===== src/verilog/cq_cfg_pkg.sv =====
// Register map, field positions and timing constants for the C/Q configuration block
package cq_cfg_pkg;
  // Printed offsets are not all multiples of four: they are indices, byte address is index times four
  localparam logic [7:0] line_state_cfg_b_idx = 8'h1B;
  localparam logic [7:0] drv_limit_cfg_idx = 8'h1C;
  localparam logic [7:0] drv_status_idx = 8'h20;
  localparam logic [7:0] pin_ctrl_idx = 8'h21;
  localparam logic [7:0] reset_byte = 8'h00;
  localparam logic [1:0] resp_okay = 2'h0;
  localparam logic [1:0] resp_slverr = 2'h2;
  // Line-state register field positions
  localparam int aux_level_bit = 7;
  localparam int line_level_bit = 6;
  localparam int soft_en_bit = 5;
  localparam int soft_data_bit = 4;
  localparam int filter_bit = 3;
  localparam int thresh_bit = 2;
  localparam int source_bit = 1;
  localparam int sink_bit = 0;
  // Driver limit register field positions
  localparam int limit_hi = 7;
  localparam int limit_lo = 6;
  localparam int limit_off_bit = 5;
  localparam int blank_hi = 4;
  localparam int blank_lo = 3;
  localparam int retry_hi = 2;
  localparam int retry_lo = 1;
  localparam int retry_en_bit = 0;
  // Clock rate and times in their own units
  localparam int clk_mhz = 100;
  localparam int blank0_us = 128;
  localparam int blank1_us = 500;
  localparam int blank2_us = 1000;
  localparam int blank3_us = 5000;
  localparam int retry0_ms = 50;
  localparam int retry1_ms = 100;
  localparam int retry2_ms = 200;
  localparam int retry3_ms = 500;
  // Cycle counts derived from the rate
  localparam int blank0_cyc = blank0_us * clk_mhz;
  localparam int blank1_cyc = blank1_us * clk_mhz;
  localparam int blank2_cyc = blank2_us * clk_mhz;
  localparam int blank3_cyc = blank3_us * clk_mhz;
  localparam int retry0_cyc = retry0_ms * 1000 * clk_mhz;
  localparam int retry1_cyc = retry1_ms * 1000 * clk_mhz;
  localparam int retry2_cyc = retry2_ms * 1000 * clk_mhz;
  localparam int retry3_cyc = retry3_ms * 1000 * clk_mhz;
  localparam int cnt_w = 26;
  // Driver protection states
  typedef enum logic [1:0] {
    drv_on = 2'b00,
    drv_blank = 2'b01,
    drv_off = 2'b10,
    drv_latched = 2'b11
  } drv_state_t;
endpackage


===== src/verilog/cq_driver_guard.sv =====
// One C/Q driver's overcurrent blanking, fault flag and autoretry sequencer
`timescale 1ns/1ps
module cq_driver_guard (
  input wire logic aclk,
  input wire logic aresetn,
  input wire logic overcurrent, // Synchronised overcurrent level
  input wire logic [cq_cfg_pkg::cnt_w-1:0] blank_cyc,
  input wire logic [cq_cfg_pkg::cnt_w-1:0] retry_cyc,
  input wire logic retry_en,
  output logic allow_q, // Driver may be enabled
  output logic fault_q // Fault indication
);
  cq_cfg_pkg::drv_state_t state_q, state_d;
  logic [cq_cfg_pkg::cnt_w-1:0] cnt_q, cnt_d;
  logic fault_d;
  logic blank_done;
  logic retry_done;

  assign blank_done = (cnt_q >= blank_cyc - 1'b1);
  assign retry_done = (cnt_q >= retry_cyc - 1'b1);

  // Next-state logic: overcurrent must outlast blanking before a fault
  always_comb begin
    state_d = state_q;
    cnt_d = cnt_q + 1'b1;
    fault_d = fault_q;
    case (state_q)
      cq_cfg_pkg::drv_on: begin
        cnt_d = '0;
        // Fault gone: clear indication, normal operation
        if (!overcurrent) begin
          fault_d = 1'b0;
        end else begin
          state_d = cq_cfg_pkg::drv_blank;
        end
      end
      cq_cfg_pkg::drv_blank: begin
        if (!overcurrent && !fault_q) begin
          // Short transient before any fault: back to normal at once
          state_d = cq_cfg_pkg::drv_on;
          cnt_d = '0;
        end else if (blank_done) begin
          // After a retry the sensed level lags the re-enabled driver, so decide only here
          cnt_d = '0;
          if (overcurrent) begin
            // Persisting fault stays flagged and the driver goes off again
            fault_d = 1'b1;
            state_d = retry_en ? cq_cfg_pkg::drv_off : cq_cfg_pkg::drv_latched;
          end else begin
            // Recheck found the fault gone
            fault_d = 1'b0;
            state_d = cq_cfg_pkg::drv_on;
          end
        end
      end
      cq_cfg_pkg::drv_off: begin
        // Off for the retry timeout, then re-enabled and rechecked
        if (retry_done) begin
          state_d = cq_cfg_pkg::drv_blank;
          cnt_d = '0;
        end
      end
      cq_cfg_pkg::drv_latched: begin
        // Without retry the driver stays off until retry is enabled
        cnt_d = '0;
        if (retry_en) begin
          state_d = cq_cfg_pkg::drv_off;
        end
      end
      default: begin
        state_d = cq_cfg_pkg::drv_on;
        cnt_d = '0;
      end
    endcase
  end

  // State registers
  always_ff @(posedge aclk) begin
    if (!aresetn) begin
      state_q <= cq_cfg_pkg::drv_on;
      cnt_q <= '0;
      fault_q <= 1'b0;
      allow_q <= 1'b1;
    end else begin
      state_q <= state_d;
      cnt_q <= cnt_d;
      fault_q <= fault_d;
      allow_q <= (state_d == cq_cfg_pkg::drv_on) || (state_d == cq_cfg_pkg::drv_blank);
    end
  end
endmodule


===== src/verilog/cq_driver_fault_and_input_cfg.sv =====
// AXI4-Lite register bank for channel B line state and shared C/Q driver protection
// Functional notes
// - Bit 7 reports auxiliary input B level
// - Bit 6 reports line B level
// - Bit 5 is transmit enable under software control
// - Bit 4 is transmit data under software control
// - Bit 3 enables auxiliary input glitch filter
// - Bit 2 selects type 2/3 thresholds
// - Bit 1 turns on input current source
// - Bit 0 turns on input current sink
// - Limit field selects 100/200/300/500 mA
// - Limit-off bit disables current limiting
// - Blanking field sets fault qualification time
// - Retry field sets faulted driver off time
// - Faulted driver off for timeout, then on
// - Retry-enable bit enables automatic retry
// - After retry and blanking, recheck fault
// - Fault gone clears flag, normal operation
// - Software pin control overrides external pins
//
// Register access over AXI4-Lite was decided locally.
`timescale 1ns/1ps
module cq_driver_fault_and_input_cfg (
  input wire logic aclk,
  input wire logic aresetn,
  // AXI4-Lite slave
  input wire logic [9:0] s_axi_awaddr,
  input wire logic s_axi_awvalid,
  output logic s_axi_awready,
  input wire logic [31:0] s_axi_wdata,
  input wire logic [3:0] s_axi_wstrb,
  input wire logic s_axi_wvalid,
  output logic s_axi_wready,
  output logic [1:0] s_axi_bresp,
  output logic s_axi_bvalid,
  input wire logic s_axi_bready,
  input wire logic [9:0] s_axi_araddr,
  input wire logic s_axi_arvalid,
  output logic s_axi_arready,
  output logic [31:0] s_axi_rdata,
  output logic [1:0] s_axi_rresp,
  output logic s_axi_rvalid,
  input wire logic s_axi_rready,
  // Line-side inputs from pins
  input wire logic aux_input_b_pin, // Auxiliary digital input level
  input wire logic line_b_sense, // C/Q line B level
  input wire logic transmit_enable_pin_b,
  input wire logic transmit_data_pin_b,
  input wire logic line_a_overcurrent,
  input wire logic line_b_overcurrent,
  // Line-side controls
  output logic line_a_driver_allow,
  output logic line_b_driver_enable,
  output logic line_b_driver_data,
  output logic [1:0] driver_limit_level,
  output logic driver_limit_off,
  output logic aux_input_b_glitch_filter_on,
  output logic aux_input_b_threshold_type,
  output logic aux_input_b_source_on,
  output logic aux_input_b_sink_on
);
  localparam int n_in = 6;

  // Two-stage synchronisers for all pin inputs
  logic [n_in-1:0] pin_raw;
  logic [n_in-1:0] sync1_q;
  logic [n_in-1:0] sync2_q;
  assign pin_raw = {line_b_overcurrent, line_a_overcurrent, transmit_data_pin_b,
                    transmit_enable_pin_b, line_b_sense, aux_input_b_pin};

  genvar gi;
  generate
    for (gi = 0; gi < n_in; gi++) begin : g_sync
      always_ff @(posedge aclk) begin
        if (!aresetn) begin
          sync1_q[gi] <= 1'b0;
          sync2_q[gi] <= 1'b0;
        end else begin
          sync1_q[gi] <= pin_raw[gi];
          sync2_q[gi] <= sync1_q[gi];
        end
      end
    end
  endgenerate

  logic aux_level;
  logic line_level;
  logic pin_en;
  logic pin_data;
  logic oc_a;
  logic oc_b;
  assign aux_level = sync2_q[0];
  assign line_level = sync2_q[1];
  assign pin_en = sync2_q[2];
  assign pin_data = sync2_q[3];
  assign oc_a = sync2_q[4];
  assign oc_b = sync2_q[5];

  // Stored register bits
  logic [5:0] line_cfg_q; // Writable low six bits of the line-state register
  logic [7:0] limit_cfg_q; // Driver limit register
  logic soft_pins_q; // Software pin control select

  // Address decode from word index
  function automatic logic [7:0] word_idx(input logic [9:0] addr);
    return addr[9:2];
  endfunction

  // Blanking count from field
  function automatic logic [cq_cfg_pkg::cnt_w-1:0] blank_sel(input logic [1:0] f);
    case (f)
      2'h0: return cq_cfg_pkg::cnt_w'(cq_cfg_pkg::blank0_cyc);
      2'h1: return cq_cfg_pkg::cnt_w'(cq_cfg_pkg::blank1_cyc);
      2'h2: return cq_cfg_pkg::cnt_w'(cq_cfg_pkg::blank2_cyc);
      default: return cq_cfg_pkg::cnt_w'(cq_cfg_pkg::blank3_cyc);
    endcase
  endfunction

  // Retry off-time count from field
  function automatic logic [cq_cfg_pkg::cnt_w-1:0] retry_sel(input logic [1:0] f);
    case (f)
      2'h0: return cq_cfg_pkg::cnt_w'(cq_cfg_pkg::retry0_cyc);
      2'h1: return cq_cfg_pkg::cnt_w'(cq_cfg_pkg::retry1_cyc);
      2'h2: return cq_cfg_pkg::cnt_w'(cq_cfg_pkg::retry2_cyc);
      default: return cq_cfg_pkg::cnt_w'(cq_cfg_pkg::retry3_cyc);
    endcase
  endfunction

  logic [cq_cfg_pkg::cnt_w-1:0] blank_cyc;
  logic [cq_cfg_pkg::cnt_w-1:0] retry_cyc;
  assign blank_cyc = blank_sel(limit_cfg_q[cq_cfg_pkg::blank_hi:cq_cfg_pkg::blank_lo]);
  assign retry_cyc = retry_sel(limit_cfg_q[cq_cfg_pkg::retry_hi:cq_cfg_pkg::retry_lo]);

  // One protection sequencer per driver; both share the settings
  logic allow_a;
  logic allow_b;
  logic fault_a;
  logic fault_b;
  cq_driver_guard u_guard_a (
    .aclk(aclk),
    .aresetn(aresetn),
    .overcurrent(oc_a),
    .blank_cyc(blank_cyc),
    .retry_cyc(retry_cyc),
    .retry_en(limit_cfg_q[cq_cfg_pkg::retry_en_bit]),
    .allow_q(allow_a),
    .fault_q(fault_a)
  );
  cq_driver_guard u_guard_b (
    .aclk(aclk),
    .aresetn(aresetn),
    .overcurrent(oc_b),
    .blank_cyc(blank_cyc),
    .retry_cyc(retry_cyc),
    .retry_en(limit_cfg_q[cq_cfg_pkg::retry_en_bit]),
    .allow_q(allow_b),
    .fault_q(fault_b)
  );

  // Write channel: address and data accepted in either order
  logic aw_held_q;
  logic w_held_q;
  logic [9:0] awaddr_q;
  logic [31:0] wdata_q;
  logic [3:0] wstrb_q;
  logic aw_take;
  logic w_take;
  logic wr_fire;
  logic [7:0] wr_idx;
  logic wr_hit;
  assign aw_take = s_axi_awvalid && s_axi_awready;
  assign w_take = s_axi_wvalid && s_axi_wready;
  assign wr_fire = aw_held_q && w_held_q && !s_axi_bvalid;
  assign wr_idx = word_idx(awaddr_q);
  assign wr_hit = (wr_idx == cq_cfg_pkg::line_state_cfg_b_idx) ||
                  (wr_idx == cq_cfg_pkg::drv_limit_cfg_idx) ||
                  (wr_idx == cq_cfg_pkg::drv_status_idx) ||
                  (wr_idx == cq_cfg_pkg::pin_ctrl_idx);

  // Write handshake and response
  always_ff @(posedge aclk) begin
    if (!aresetn) begin
      aw_held_q <= 1'b0;
      w_held_q <= 1'b0;
      awaddr_q <= '0;
      wdata_q <= '0;
      wstrb_q <= '0;
      s_axi_bvalid <= 1'b0;
      s_axi_bresp <= cq_cfg_pkg::resp_okay;
    end else begin
      if (aw_take) begin
        aw_held_q <= 1'b1;
        awaddr_q <= s_axi_awaddr;
      end
      if (w_take) begin
        w_held_q <= 1'b1;
        wdata_q <= s_axi_wdata;
        wstrb_q <= s_axi_wstrb;
      end
      if (wr_fire) begin
        aw_held_q <= 1'b0;
        w_held_q <= 1'b0;
        s_axi_bvalid <= 1'b1;
        // Unmapped addresses answer with a slave error
        s_axi_bresp <= wr_hit ? cq_cfg_pkg::resp_okay : cq_cfg_pkg::resp_slverr;
      end else if (s_axi_bvalid && s_axi_bready) begin
        s_axi_bvalid <= 1'b0;
      end
    end
  end

  // Ready stays low while a word is held, giving one write at a time
  always_ff @(posedge aclk) begin
    if (!aresetn) begin
      s_axi_awready <= 1'b0;
      s_axi_wready <= 1'b0;
    end else begin
      s_axi_awready <= !aw_held_q && !aw_take && !s_axi_bvalid && !wr_fire;
      s_axi_wready <= !w_held_q && !w_take && !s_axi_bvalid && !wr_fire;
    end
  end

  // Register storage; only byte lane 0 carries data
  logic wr_lane0;
  assign wr_lane0 = wr_fire && wstrb_q[0];
  always_ff @(posedge aclk) begin
    if (!aresetn) begin
      line_cfg_q <= '0;
      limit_cfg_q <= cq_cfg_pkg::reset_byte;
      soft_pins_q <= 1'b0;
    end else if (wr_lane0) begin
      if (wr_idx == cq_cfg_pkg::line_state_cfg_b_idx) begin
        // Level bits 7:6 are read-only and not stored
        line_cfg_q <= wdata_q[cq_cfg_pkg::soft_en_bit:cq_cfg_pkg::sink_bit];
      end
      if (wr_idx == cq_cfg_pkg::drv_limit_cfg_idx) begin
        limit_cfg_q <= wdata_q[7:0];
      end
      if (wr_idx == cq_cfg_pkg::pin_ctrl_idx) begin
        soft_pins_q <= wdata_q[0];
      end
    end
  end

  // Read data mux; reads have no side effects
  logic [7:0] rd_idx;
  logic [7:0] rd_byte;
  logic rd_hit;
  logic [7:0] line_state_view;
  assign rd_idx = word_idx(s_axi_araddr);
  assign line_state_view = {aux_level, line_level, line_cfg_q};
  assign rd_hit = (rd_idx == cq_cfg_pkg::line_state_cfg_b_idx) ||
                  (rd_idx == cq_cfg_pkg::drv_limit_cfg_idx) ||
                  (rd_idx == cq_cfg_pkg::drv_status_idx) ||
                  (rd_idx == cq_cfg_pkg::pin_ctrl_idx);
  assign rd_byte = (rd_idx == cq_cfg_pkg::line_state_cfg_b_idx) ? line_state_view :
                   (rd_idx == cq_cfg_pkg::drv_limit_cfg_idx) ? limit_cfg_q :
                   (rd_idx == cq_cfg_pkg::drv_status_idx) ? {6'h00, fault_b, fault_a} :
                   (rd_idx == cq_cfg_pkg::pin_ctrl_idx) ? {7'h00, soft_pins_q} : 8'h00;

  // Read channel: one read at a time, data registered
  always_ff @(posedge aclk) begin
    if (!aresetn) begin
      s_axi_arready <= 1'b0;
      s_axi_rvalid <= 1'b0;
      s_axi_rdata <= '0;
      s_axi_rresp <= cq_cfg_pkg::resp_okay;
    end else begin
      s_axi_arready <= !s_axi_rvalid && !(s_axi_arvalid && s_axi_arready);
      if (s_axi_arvalid && s_axi_arready) begin
        s_axi_rvalid <= 1'b1;
        s_axi_rdata <= {24'h000000, rd_byte};
        s_axi_rresp <= rd_hit ? cq_cfg_pkg::resp_okay : cq_cfg_pkg::resp_slverr;
      end else if (s_axi_rvalid && s_axi_rready) begin
        s_axi_rvalid <= 1'b0;
      end
    end
  end

  // Transmit source selection: register bits replace the pins under software control
  logic tx_en_sel;
  logic tx_data_sel;
  assign tx_en_sel = soft_pins_q ? line_cfg_q[cq_cfg_pkg::soft_en_bit] : pin_en;
  assign tx_data_sel = soft_pins_q ? line_cfg_q[cq_cfg_pkg::soft_data_bit] : pin_data;

  // Registered line-side controls
  always_ff @(posedge aclk) begin
    if (!aresetn) begin
      line_a_driver_allow <= 1'b0;
      line_b_driver_enable <= 1'b0;
      line_b_driver_data <= 1'b0;
      driver_limit_level <= 2'h0;
      driver_limit_off <= 1'b0;
      aux_input_b_glitch_filter_on <= 1'b0;
      aux_input_b_threshold_type <= 1'b0;
      aux_input_b_source_on <= 1'b0;
      aux_input_b_sink_on <= 1'b0;
    end else begin
      line_a_driver_allow <= allow_a;
      // Driver B is held off while its guard is in drv_off or drv_latched, regardless of the transmit request
      line_b_driver_enable <= tx_en_sel && allow_b;
      line_b_driver_data <= tx_data_sel;
      driver_limit_level <= limit_cfg_q[cq_cfg_pkg::limit_hi:cq_cfg_pkg::limit_lo];
      driver_limit_off <= limit_cfg_q[cq_cfg_pkg::limit_off_bit];
      aux_input_b_glitch_filter_on <= line_cfg_q[cq_cfg_pkg::filter_bit];
      aux_input_b_threshold_type <= line_cfg_q[cq_cfg_pkg::thresh_bit];
      aux_input_b_source_on <= line_cfg_q[cq_cfg_pkg::source_bit];
      aux_input_b_sink_on <= line_cfg_q[cq_cfg_pkg::sink_bit];
    end
  end
endmodule


===== config.mk =====
export PLATFORM = sky130hd
export DESIGN_NAME = cq_driver_fault_and_input_cfg
export DESIGN_NICKNAME = d
export VERILOG_FILES = /design/src/verilog/cq_cfg_pkg.sv /design/src/verilog/cq_driver_guard.sv /design/src/verilog/cq_driver_fault_and_input_cfg.sv
export SDC_FILE = /design/constraint.sdc
export NUM_CORES = 1
export LEC_CHECK = 0
export ABC_AREA = 0
export BUFFER_PORTS_ARGS = -buffer_cell sky130_fd_sc_hd__buf_2
export CAP_MARGIN = 25
export CORE_MARGIN = 5
export CORE_UTILIZATION = 57
export DETAILED_ROUTE_END_ITERATION = 16
export GPL_ROUTABILITY_DRIVEN = 0
export GPL_TIMING_DRIVEN = 0
export PLACE_DENSITY = 0.78
export SLEW_MARGIN = 10
export SYNTH_ARGS = -nofsm -noshare
export SYNTH_HDL_FRONTEND = slang
export SYNTH_SLANG_ARGS = --single-unit

===== constraint.sdc =====
create_clock -name aclk -period 3.4 [get_ports aclk]
set_input_delay 0.17 -clock aclk [delete_from_list [all_inputs] [get_ports aclk]]
set_output_delay 0.17 -clock aclk [all_outputs]
set_load 0.1 [all_outputs]

==> run_results.csv, run 1 <==
group,metric,value,unit
synth,synth_cell_types,64,
floorplanning,ios,120,
synth,syn_area,7170,um^2
critical_path,cp_max_fo,10,
drt,via_per_inst,5.42,
critical_path,worstPathArrival,3600,ps
sta,clock.fmax,306,MHz
global_routing,antenna_found_initial,0,
global_routing,grt_pass1_wl,28500,um
floorplanning,start_util,0.575,
synth,syn_inst,822,
critical_path,cp.required,3740,ps
critical_path,crit_slowest_cell,"o41ai_4",
power_and_ir_drop,ir_worst_vdd,0.349,mV
critical_path,crit_buf_inv,3,
floorplanning,die_y,122,um
clocking,cts_sinks,131,
synth,synth_edf_count,0,
clocking,h-tree-depth,4,
critical_path,endpoint_kind,"flip-flop",
cells_and_area,fin_util,0.697,
synth,postSynth.asyncResetShare,0,
critical_path,critPathTopFamily,"compound AO/OA/AOI/OAI gates",
clocking,clk_latency,420,ps
clocking,cts_buffers,17,
cells_and_area,area_delta_synth_final,21.3,%
sta,period_share,0.960,
global_routing,overflow,0,
drt,post_drt_wl_per_cell,15.0,um
clocking,cts_tree,"yes",
drt,drt_iter0_markers,373,
critical_path,critical_path.startpoint_type,"flip-flop",
global_routing,grt_max_degree,17,
global_routing,grt_pass1_vias,5982,
drt,wl,17200,um
critical_path,crit_chain,"clkinvlp_4, ha_1, clkinvlp_4, o41ai_4, ha_1, and4_1, a41o_1, o2111ai_1, o211ai_1, a2bb2oi_4, buf_6, nor3_1",
clocking,root_buffer,"clkbuf_16",
sta,period_needed,3260,ps
sta,finalHoldViolations,0,
cells_and_area,drive_gt1_frac,0.159,
synth,syn_area_per_cell,8.72,um^2
placed_design,hpwl,12600,um
synth,yosysSeqAreaShare,0.366,
sta,fin_worst_skew,6.33,ps
critical_path,path_class,"flip-flop to flip-flop",
synth,ys.flop_type,"dfxtp_1",
outcome,outcome,"finished clean",
clocking,clk_pin_slew,60,ps
floorplanning,row_count,41,
drt,final_antenna_net_count,0,
floorplanning,fp.coreArea,12500,um^2
clocking,cts_buffer_depth,2,
drt,vias,6199,
floorplanning,die_area,14900,um^2
sta,worst_pin_slew,885,ps
synth,ys_warn_count,0,
sta,slew_headroom,0.407,
sta,setup_viol,0,
power_and_ir_drop,p_leak,3.55,nW
sta,whs,9.68,ps
power_and_ir_drop,cellPowerDensity,423,nW/um^2
placed_design,io_buffers,62,
critical_path,max_stage_delay,460,ps
synth,ys_ff_latch,131,
floorplanning,fp.dieW,122,um
cells_and_area,nets,1115,
job,drv_cap,0,
drt,drt_pass1_iterations,5,
hold_path,min_path_type,"input pin to flip-flop",
drt,drc,0,
cells_and_area,diodes,0,
global_routing,grt_usage,0.242,
sta,rsz0062_at_grt,"false",
sta,report.final.slew_viol_count,0,
-- placed cells by master, fill, tap and decap left out, types with 18 or more instances in the layout --
| cell | n |
|---|---|
| dfxtp_1 | 128 |
| xnor2_1 | 30 |
| nand3_1 | 33 |
| inv_1 | 25 |
| nand4_1 | 22 |
| ha_1 | 85 |
| dlygate4sd3_1 | 23 |
| nor2_1 | 79 |
| and2_1 | 22 |
| nor3_1 | 40 |
| a21oi_1 | 47 |
| buf_2 | 64 |
| mux2i_1 | 18 |
| conb_1 | 30 |
| buf_4 | 32 |
| xor2_1 | 18 |
| o21ai_0 | 25 |
| nand2_1 | 89 |
-- path summary, 6_finish.rpt --
kind,slack [ps],to,cells after the start,startpoint
worst max-delay path,140,u_guard_b.cnt_q[16]$_SDFF_PN0_,12,limit_cfg_q[1]$_SDFFE_PN0P_
worst min-delay path,10,wdata_q[4]$_SDFFE_PN0P_,3,s_axi_wdata[4]
worst min register to register,440,pin_en$_SDFF_PN0_,1,sync1_q[2]$_SDFF_PN0_
worst max register to register,140,u_guard_b.cnt_q[16]$_SDFF_PN0_,12,limit_cfg_q[1]$_SDFFE_PN0P_
-- what timing repair did --
action / CTS / global route
setup endpoints to repair: 58 / 41
buffers inserted: 2 / 2
hold endpoints to repair: 23 / 0
hold buffers: 23 / 0
pin swaps: 0 / 2
gates resized for setup: 10 / 7
-- where the power goes --
part	internal [mW]	switching (mW)	total, mW
Sequential	1.56	0.0194	1.58
Combinational	0.0843	0.251	0.335
Clock	1.03	0.731	1.76
-- sequential cells by signal, summed over array words and instances (netlist names), 2 cells and up --
name and flops:
wdata_q 8, line_cfg_q 6, u_guard_a.cnt_q 26, u_guard_a.state_q 2, driver_limit_level 2, limit_cfg_q 8
s_axi_rdata 8, sync1_q 6, u_guard_b.state_q 2, u_guard_b.cnt_q 26, awaddr_q 8
-- stage by stage --
stage               setup WS [ps]  instance area, um^2  TNS (ps)  power [mW]  std cells
floorplan                     409                 7270         0        1.87        850
global placement             -778                 7800    -33580        1.92       1084
detailed placement           -773                 7800    -33900        1.92       1084
CTS                          29.5                 8650         0        3.69       1141
global route                 9.59                 8690         0        3.80       1144
finish                        137                 8690         0        3.67       1144
-- metal layers --
layer | vias up | part of all wire | global-route usage
met2 | 167 | 0.46 | 0.374
li1 | 3140 | - | -
met4 | 0 | 0.033 | 0.104
met5 | - | 0 | 0
met3 | 40 | 0.047 | 0.0608
met1 | 2852 | 0.46 | 0.321
-- cell type report --
class | instances | area [um^2]
Tap cell | 172 | 215
Clock buffer | 18 | 429
Sequential cell | 131 | 2630
Timing Repair Buffer | 90 | 576
Inverter | 29 | 116
Fill cell | 953 | 3780
Multi-Input combinational cell | 642 | 4280
Buffer | 48 | 309
Clock inverter | 14 | 140
-- worst min-delay path: cells and delay by family --
kind | cells | cell delay (ps)
AO/OA/AOI/OAI | 1 | 50
buffers and inverters | 1 | 100
AND/OR/NAND/NOR | 1 | 60
-- synthesized netlist by cell type (all sizes together), types with 7 or more instances --
cell type	n	area [um^2]
a211oi	9	67.6
a21oi	47	235
and2	22	138
and3	10	62.6
buf	33	253
clkbuf	15	56.3
dfxtp	131	2620
ha	87	1090
inv	29	109
mux2i	18	180
nand2	89	334
nand3	33	165
nand4	22	138
nor2	80	300
nor3	42	215
nor4	10	77.6
o211ai	7	52.6
o21ai	26	130
xnor2	30	263
xor2	18	158
-- logic make-up after synthesis --
kind of cell	Yosys count	synth area share
simple gates	336	0.229
buf+inv	77	0.0583
flops	131	0.366
xor+xnor	48	0.0587
other cells	2	0.00105
fa+ha+maj	88	0.153
mux	18	0.0251
compound gates	122	0.109
No activity file was read; power rests on OpenSTA's default activity.
==> run 2: changes to the inputs <==
==> constraint.sdc (replaced) <==
create_clock -name aclk -period 3.4 [get_ports aclk]
set_input_delay 0.51 -clock aclk [delete_from_list [all_inputs] [get_ports aclk]]
set_output_delay 0.51 -clock aclk [all_outputs]
set_load 0.1 [all_outputs]
==> run 2 against run 1 <==
Compared with the run above:
- routed wire length is 2.8% lower
- non-clock buffer count is 23 lower
- critical path depth stayed put
- maximum frequency is 0.32% higher
- design area is 2.6% lower
- combinational power is 6.9% lower
- cell count is 2.0% lower
- power is 0.59% lower
- core utilization is 1.8 points lower
==> run_results.csv, run 2 (synthesis results as in run 1) <==
group,metric,value,unit
outcome,outcome,"finished clean",
global_routing,grt_pass1_vias,5812,
global_routing,antenna_found_initial,0,
clocking,h-tree-depth,4,
drt,final_antenna_net_count,0,
clocking,cts_sinks,131,
floorplanning,ios,120,
cells_and_area,largestRegisters,"u_guard_a.cnt_q (26), u_guard_b.cnt_q (26)",
clocking,cts_tree,"yes",
sta,slew_headroom,0.384,
global_routing,grt_usage,0.235,
cells_and_area,finalNonFillerCells,1121,
drt,vias,6106,
cells_and_area,mostFrequentLayoutCells,"dfxtp_1 (128), nand2_1 (89), ha_1 (85)",
power_and_ir_drop,p_clk_frac,0.482,
sta,rsz0062_at_grt,"false",
cells_and_area,final_common_cell,"dfxtp_1",
hold_path,hold_end,"sync1_q[1]$_SDFF_PN0_",
power_and_ir_drop,p_int,2.65,mW
power_and_ir_drop,seq_power_share,0.433,
job,drv_cap,0,
sta,worst_pin_slew,921,ps
cells_and_area,area_delta_synth_final,18.1,%
critical_path,path_class,"flip-flop to flip-flop",
cells_and_area,fill_cells,989,
critical_path,crit-reg2reg-launch,"limit_cfg_q[1]$_SDFFE_PN0P_",
critical_path,worstPathArrival,3590,ps
critical_path,crit_start,"limit_cfg_q[1]$_SDFFE_PN0P_",
hold_path,min_path_type,"input pin to flip-flop",
power_and_ir_drop,ir_worst_vdd,0.338,mV
placed_design,placed_cells,1084,
floorplanning,start_util,0.575,
hold_path,min_path_cells,2,
clocking,clk_latency,430,ps
critical_path,critical_path.startpoint_type,"flip-flop",
sta,period_share,0.957,
cells_and_area,multi_input_area,4280,um^2
critical_path,reg2reg_depth,12,
hold_path,hold_start,"line_b_sense",
placed_design,place_ws,-773,ps
cells_and_area,drive_gt1_frac,0.163,
drt,drc,0,
floorplanning,die_area,14900,um^2
drt,via_per_inst,5.45,
placed_design,hpwl,12600,um
sta,finalHoldViolations,0,
floorplanning,row_count,41,
global_routing,grt_max_degree,17,
critical_path,cp_max_fo,10,
critical_path,reg2reg_slack,150,ps
drt,post_drt_wl_per_cell,14.9,um
sta,period_needed,3250,ps
power_and_ir_drop,p_leak,3.45,nW
floorplanning,fp.dieW,122,um
drt,drt_iter0_markers,396,
sta,clock.fmax,307,MHz
floorplanning,fp.coreArea,12500,um^2
sta,setup_viol,0,
global_routing,grt_pass1_wl,27700,um
clocking,hold_buffers,0,
power_and_ir_drop,p_sw,0.997,mW
drt,wl,16700,um
clocking,cts_buffers,17,
global_routing,overflow,0,
sta,fin_worst_skew,11.1,ps
clocking,clk_pin_slew,60,ps
cells_and_area,diodes,0,
cells_and_area,fin_util,0.679,
power_and_ir_drop,cellPowerDensity,431,nW/um^2
critical_path,cp.required,3740,ps
clocking,root_buffer,"clkbuf_16",
cells_and_area,nets,1092,
sta,report.final.slew_viol_count,0,
power_and_ir_drop,netSwitchingFraction,0.273,
placed_design,io_buffers,62,
cells_and_area,seqCellArea,2630,um^2
sta,setup_slack,147,ps
critical_path,r2r-end,"u_guard_b.cnt_q[3]$_SDFF_PN0_",
clocking,cts_buffer_depth,2,
critical_path,endpoint_kind,"flip-flop",
floorplanning,die_y,122,um
power_and_ir_drop,comb_power_share,0.086,
drt,drt_pass1_iterations,5,
==> run 2: changes by cell type in the layout (fill, tap and decap cells not counted) <==
cell,previous run,this run
dlygate4sd3_1,23,0
==> run 2: area by class of cell <==
cell class                      count  area share
Sequential cell                   131       0.311
Clock buffer                       18      0.0507
Buffer                             48      0.0365
Multi-Input combinational cell    642       0.505
Inverter                           29      0.0138
Clock inverter                     14      0.0166
Timing Repair Buffer               67      0.0408
Tap cell                          172      0.0254
==> run 2: timing repair <==
| action | in CTS | in global routing |
|---|---|---|
| pin swaps | 0 | 2 |
| gates cloned | 0 | 0 |
| endpoints found under the hold margin | 0 | 0 |
| resized for setup | 10 | 7 |
| setup buffers | 2 | 2 |
| setup endpoints to repair | 58 | 41 |
==> run 2: routing by layer <==
metal / global-route usage / vias up / routed length (um)
met5: 0 / - / 0
met4: 0.112 / 0 / 556
met2: 0.359 / 158 / 7560
met1: 0.315 / 2819 / 7690
met3: 0.0543 / 38 / 861
li1: - / 3091 / -
==> run 2: power by group through the flow <==
stage,clock [mW],combinational (mW),sequential [mW]
floorplan,0,0.210,1.66
global placement,0,0.310,1.61
detailed placement,0,0.311,1.61
CTS,1.78,0.312,1.58
global route,1.87,0.331,1.58
finish,1.76,0.312,1.58
==> run 2: how the worst max path moves through the flow <==
stage | to | cells after the start
2_1_floorplan | u_guard_b.cnt_q[22]$_SDFF_PN0_ | 11
3_3_place_gp | u_guard_a.cnt_q[21]$_SDFF_PN0_ | 12
5_1_grt | u_guard_b.cnt_q[3]$_SDFF_PN0_ | 12
3_5_place_dp | u_guard_a.cnt_q[17]$_SDFF_PN0_ | 12
4_1_cts | u_guard_a.cnt_q[17]$_SDFF_PN0_ | 13
6_report | u_guard_b.cnt_q[3]$_SDFF_PN0_ | 12
==> run 2: through the flow <==
step                hold slack, ps  power, mW  TNS (ps)  cell area [um^2]
finish                         285       3.65         0              8460
global route                   284       3.78         0              8460
CTS                            276       3.67         0              8420
detailed placement             425       1.92    -33900              7800
global placement               413       1.92    -33580              7800
floorplan                      401       1.87         0              7270
==> run 2: worst max-delay path, stage by stage, from the launching register on <==
cell        delay, ps
dfxtp_4           400
clkinvlp_4        130
ha_1              200
clkinvlp_4        130
o41ai_4           460
ha_1              320
and4_1            200
a41o_1            250
o2111ai_1         180
o211ai_1          250
a2bb2oi_4         280
buf_6             180
nor3_1            180
==> run 3: changes to the inputs <==
--- a/config.mk
+++ b/config.mk
@@ -8,7 +8,7 @@
 export ABC_AREA = 0
 export BUFFER_PORTS_ARGS = -buffer_cell sky130_fd_sc_hd__buf_2
 export CAP_MARGIN = 25
-export CORE_MARGIN = 5
+export CORE_MARGIN = 8
 export CORE_UTILIZATION = 57
 export DETAILED_ROUTE_END_ITERATION = 16
 export GPL_ROUTABILITY_DRIVEN = 0
==> run 3 against run 2 <==
Compared with the run above:
- via count grew 0.23%
- sequential cell count unchanged
- clock power rose by 7%
- register-to-register slack hardly changed
- combinational power about the same
- clock skew fell by 3.0 ps
- routed wire length is 4.5% higher
==> run_results.csv, run 3 (synthesis results as in run 1) <==
group,metric,value,unit
cells_and_area,final_area,8500,um^2
clocking,cts_buffer_depth,2,
global_routing,met2_usage,0.342,
cells_and_area,area_delta_synth_final,18.7,%
clocking,h-tree-depth,4,
placed_design,post_dp_cell_area,7800,um^2
floorplanning,start_util,0.575,
job,drv_cap,0,
global_routing,use_met1,0.279,
critical_path,cp.required,3710,ps
floorplanning,fp.dieW,128,um
sta,period_needed,3250,ps
clocking,cts_sinks,131,
critical_path,worstPathArrival,3570,ps
drt,drc,0,
power_and_ir_drop,p_int,2.81,mW
sta,clock.fmax,307,MHz
sta,worst_pin_slew,918,ps
critical_path,max_stage_delay,460,ps
hold_path,hold_end,"sync1_q[0]$_SDFF_PN0_",
drt,drt_pass1_iterations,4,
cells_and_area,drive_gt1_frac,0.161,
floorplanning,die_y,128,um
power_and_ir_drop,p_clk_frac,0.500,
global_routing,grt_max_degree,17,
cells_and_area,largestRegisters,"u_guard_a.cnt_q (26), u_guard_b.cnt_q (26)",
floorplanning,fp.coreArea,12500,um^2
cells_and_area,final_common_cell,"dfxtp_1",
drt,drt_iter0_markers,410,
floorplanning,row_count,41,
critical_path,crit_chain,"clkinvlp_4, ha_2, o41ai_4, ha_1, nand4_1, nor3_2, o311ai_2, a2111oi_2, o31a_1, buf_2, buf_4, nor2_1",
clocking,clk_latency,420,ps
placed_design,hpwl,12900,um
clocking,root_buffer,"clkbuf_16",
critical_path,reg2reg_depth,12,
clocking,cts_buffers,17,
global_routing,top_usage_layer,"met2",
floorplanning,ios,120,
power_and_ir_drop,p_leak,3.46,nW
critical_path,crit_slowest_cell,"o41ai_4",
drt,post_drt_wl_per_cell,15.5,um
power_and_ir_drop,comb_power_share,0.083,
critical_path,path_class,"flip-flop to flip-flop",
sta,setup_viol,0,
sta,slew_headroom,0.387,
critical_path,critical_path.startpoint_type,"flip-flop",
cells_and_area,diodes,0,
cells_and_area,mostFrequentLayoutCells,"dfxtp_1 (128), nand2_1 (89), ha_1 (85)",
global_routing,grt_use_met3,0.0624,
sta,tns,0,ps
critical_path,reg2reg_slack,150,ps
power_and_ir_drop,seq_power_share,0.417,
cells_and_area,fin_util,0.682,
hold_path,hold_start,"aux_input_b_pin",
floorplanning,die_area,16400,um^2
cells_and_area,nets,1091,
global_routing,grt_usage,0.219,
drt,via_per_inst,5.46,
drt,final_antenna_net_count,0,
drt,vias,6120,
global_routing,grt_pass1_wl,28700,um
sta,fin_worst_skew,8.07,ps
critical_path,r2r-end,"u_guard_a.cnt_q[17]$_SDFF_PN0_",
critical_path,crit-reg2reg-launch,"limit_cfg_q[1]$_SDFFE_PN0P_",
power_and_ir_drop,ir_worst_vdd,0.340,mV
sta,report.final.slew_viol_count,0,
sta,period_share,0.957,
hold_path,min_path_cells,2,
power_and_ir_drop,p_sw,0.974,mW
clocking,clk_pin_slew,60,ps
drt,wl,17400,um
power_and_ir_drop,cellPowerDensity,445,nW/um^2
sta,rsz0062_at_grt,"false",
sta,finalHoldViolations,0,
power_and_ir_drop,netSwitchingFraction,0.257,
global_routing,grt_pass1_vias,5915,
hold_path,min_path_type,"input pin to flip-flop",
outcome,outcome,"finished clean",
global_routing,antenna_found_initial,0,
placed_design,io_buffers,62,
global_routing,overflow,0,
critical_path,endpoint_kind,"flip-flop",
critical_path,cp_max_fo,10,
clocking,cts_tree,"yes",
run 3: area by class of cell:
cell class | instances | area [um^2]
Multi-Input combinational cell | 642 | 4280
Fill cell | 1001 | 3960
Sequential cell | 131 | 2630
Clock buffer | 19 | 443
Timing Repair Buffer | 66 | 338
Buffer | 48 | 309
Tap cell | 172 | 215
Clock inverter | 13 | 176
Inverter | 29 | 116
run 3: worst max path at each step:
stage	depth (start not counted)	endpoint	start	slack, ps
finish	12	u_guard_a.cnt_q[17]$_SDFF_PN0_	limit_cfg_q[1]$_SDFFE_PN0P_	150
global route	13	u_guard_a.cnt_q[22]$_SDFF_PN0_	limit_cfg_q[1]$_SDFFE_PN0P_	10
CTS	12	u_guard_a.cnt_q[8]$_SDFF_PN0_	limit_cfg_q[1]$_SDFFE_PN0P_	3
detailed placement	12	u_guard_a.cnt_q[8]$_SDFF_PN0_	limit_cfg_q[1]$_SDFFE_PN0P_	-790
global placement	12	u_guard_a.cnt_q[21]$_SDFF_PN0_	limit_cfg_q[1]$_SDFFE_PN0P_	-780
floorplan	11	u_guard_b.cnt_q[22]$_SDFF_PN0_	limit_cfg_q[1]$_SDFFE_PN0P_	410
run 3: through the flow:
stage          std cells  hold slack, ps  power [mW]  setup WS [ps]
2_1_floorplan        850             401        1.87            409
3_3_place_gp        1084             414        1.92           -782
3_5_place_dp        1084             420        1.92           -792
4_1_cts             1118             277        3.80           3.44
5_1_grt             1120             281        3.91           12.3
6_report            1120             292        3.79            145
run 3: metal layers:
layer	wire, um	share of wire
met5	0	0
met4	415	0.024
met3	805	0.046
met2	8010	0.46
met1	8180	0.47
run 3: critical path: cells and delay by family (launching register included):
family	cells	cell delay [ps]
AO/OA/AOI/OAI	4	1280
buffers and inverters	3	580
adder cells (fa/ha/maj)	2	500
flip-flops	1	440
AND/OR/NAND/NOR	3	350
run 3: power by group through the flow:
stage                     clock (mW)  sequential, mW  combinational [mW]
after floorplan                    0            1.66               0.210
after global placement             0            1.61               0.310
after detailed placement           0            1.61               0.311
after CTS                       1.91            1.58               0.312
after global routing            2.00            1.58               0.332
final                           1.89            1.58               0.314
run 3: repair_timing:
item                       CTS  global route
pin swaps                    0             1
setup endpoints to repair   58            42
hold buffers                 0             0
setup buffers                2             1
resized for setup           11             7
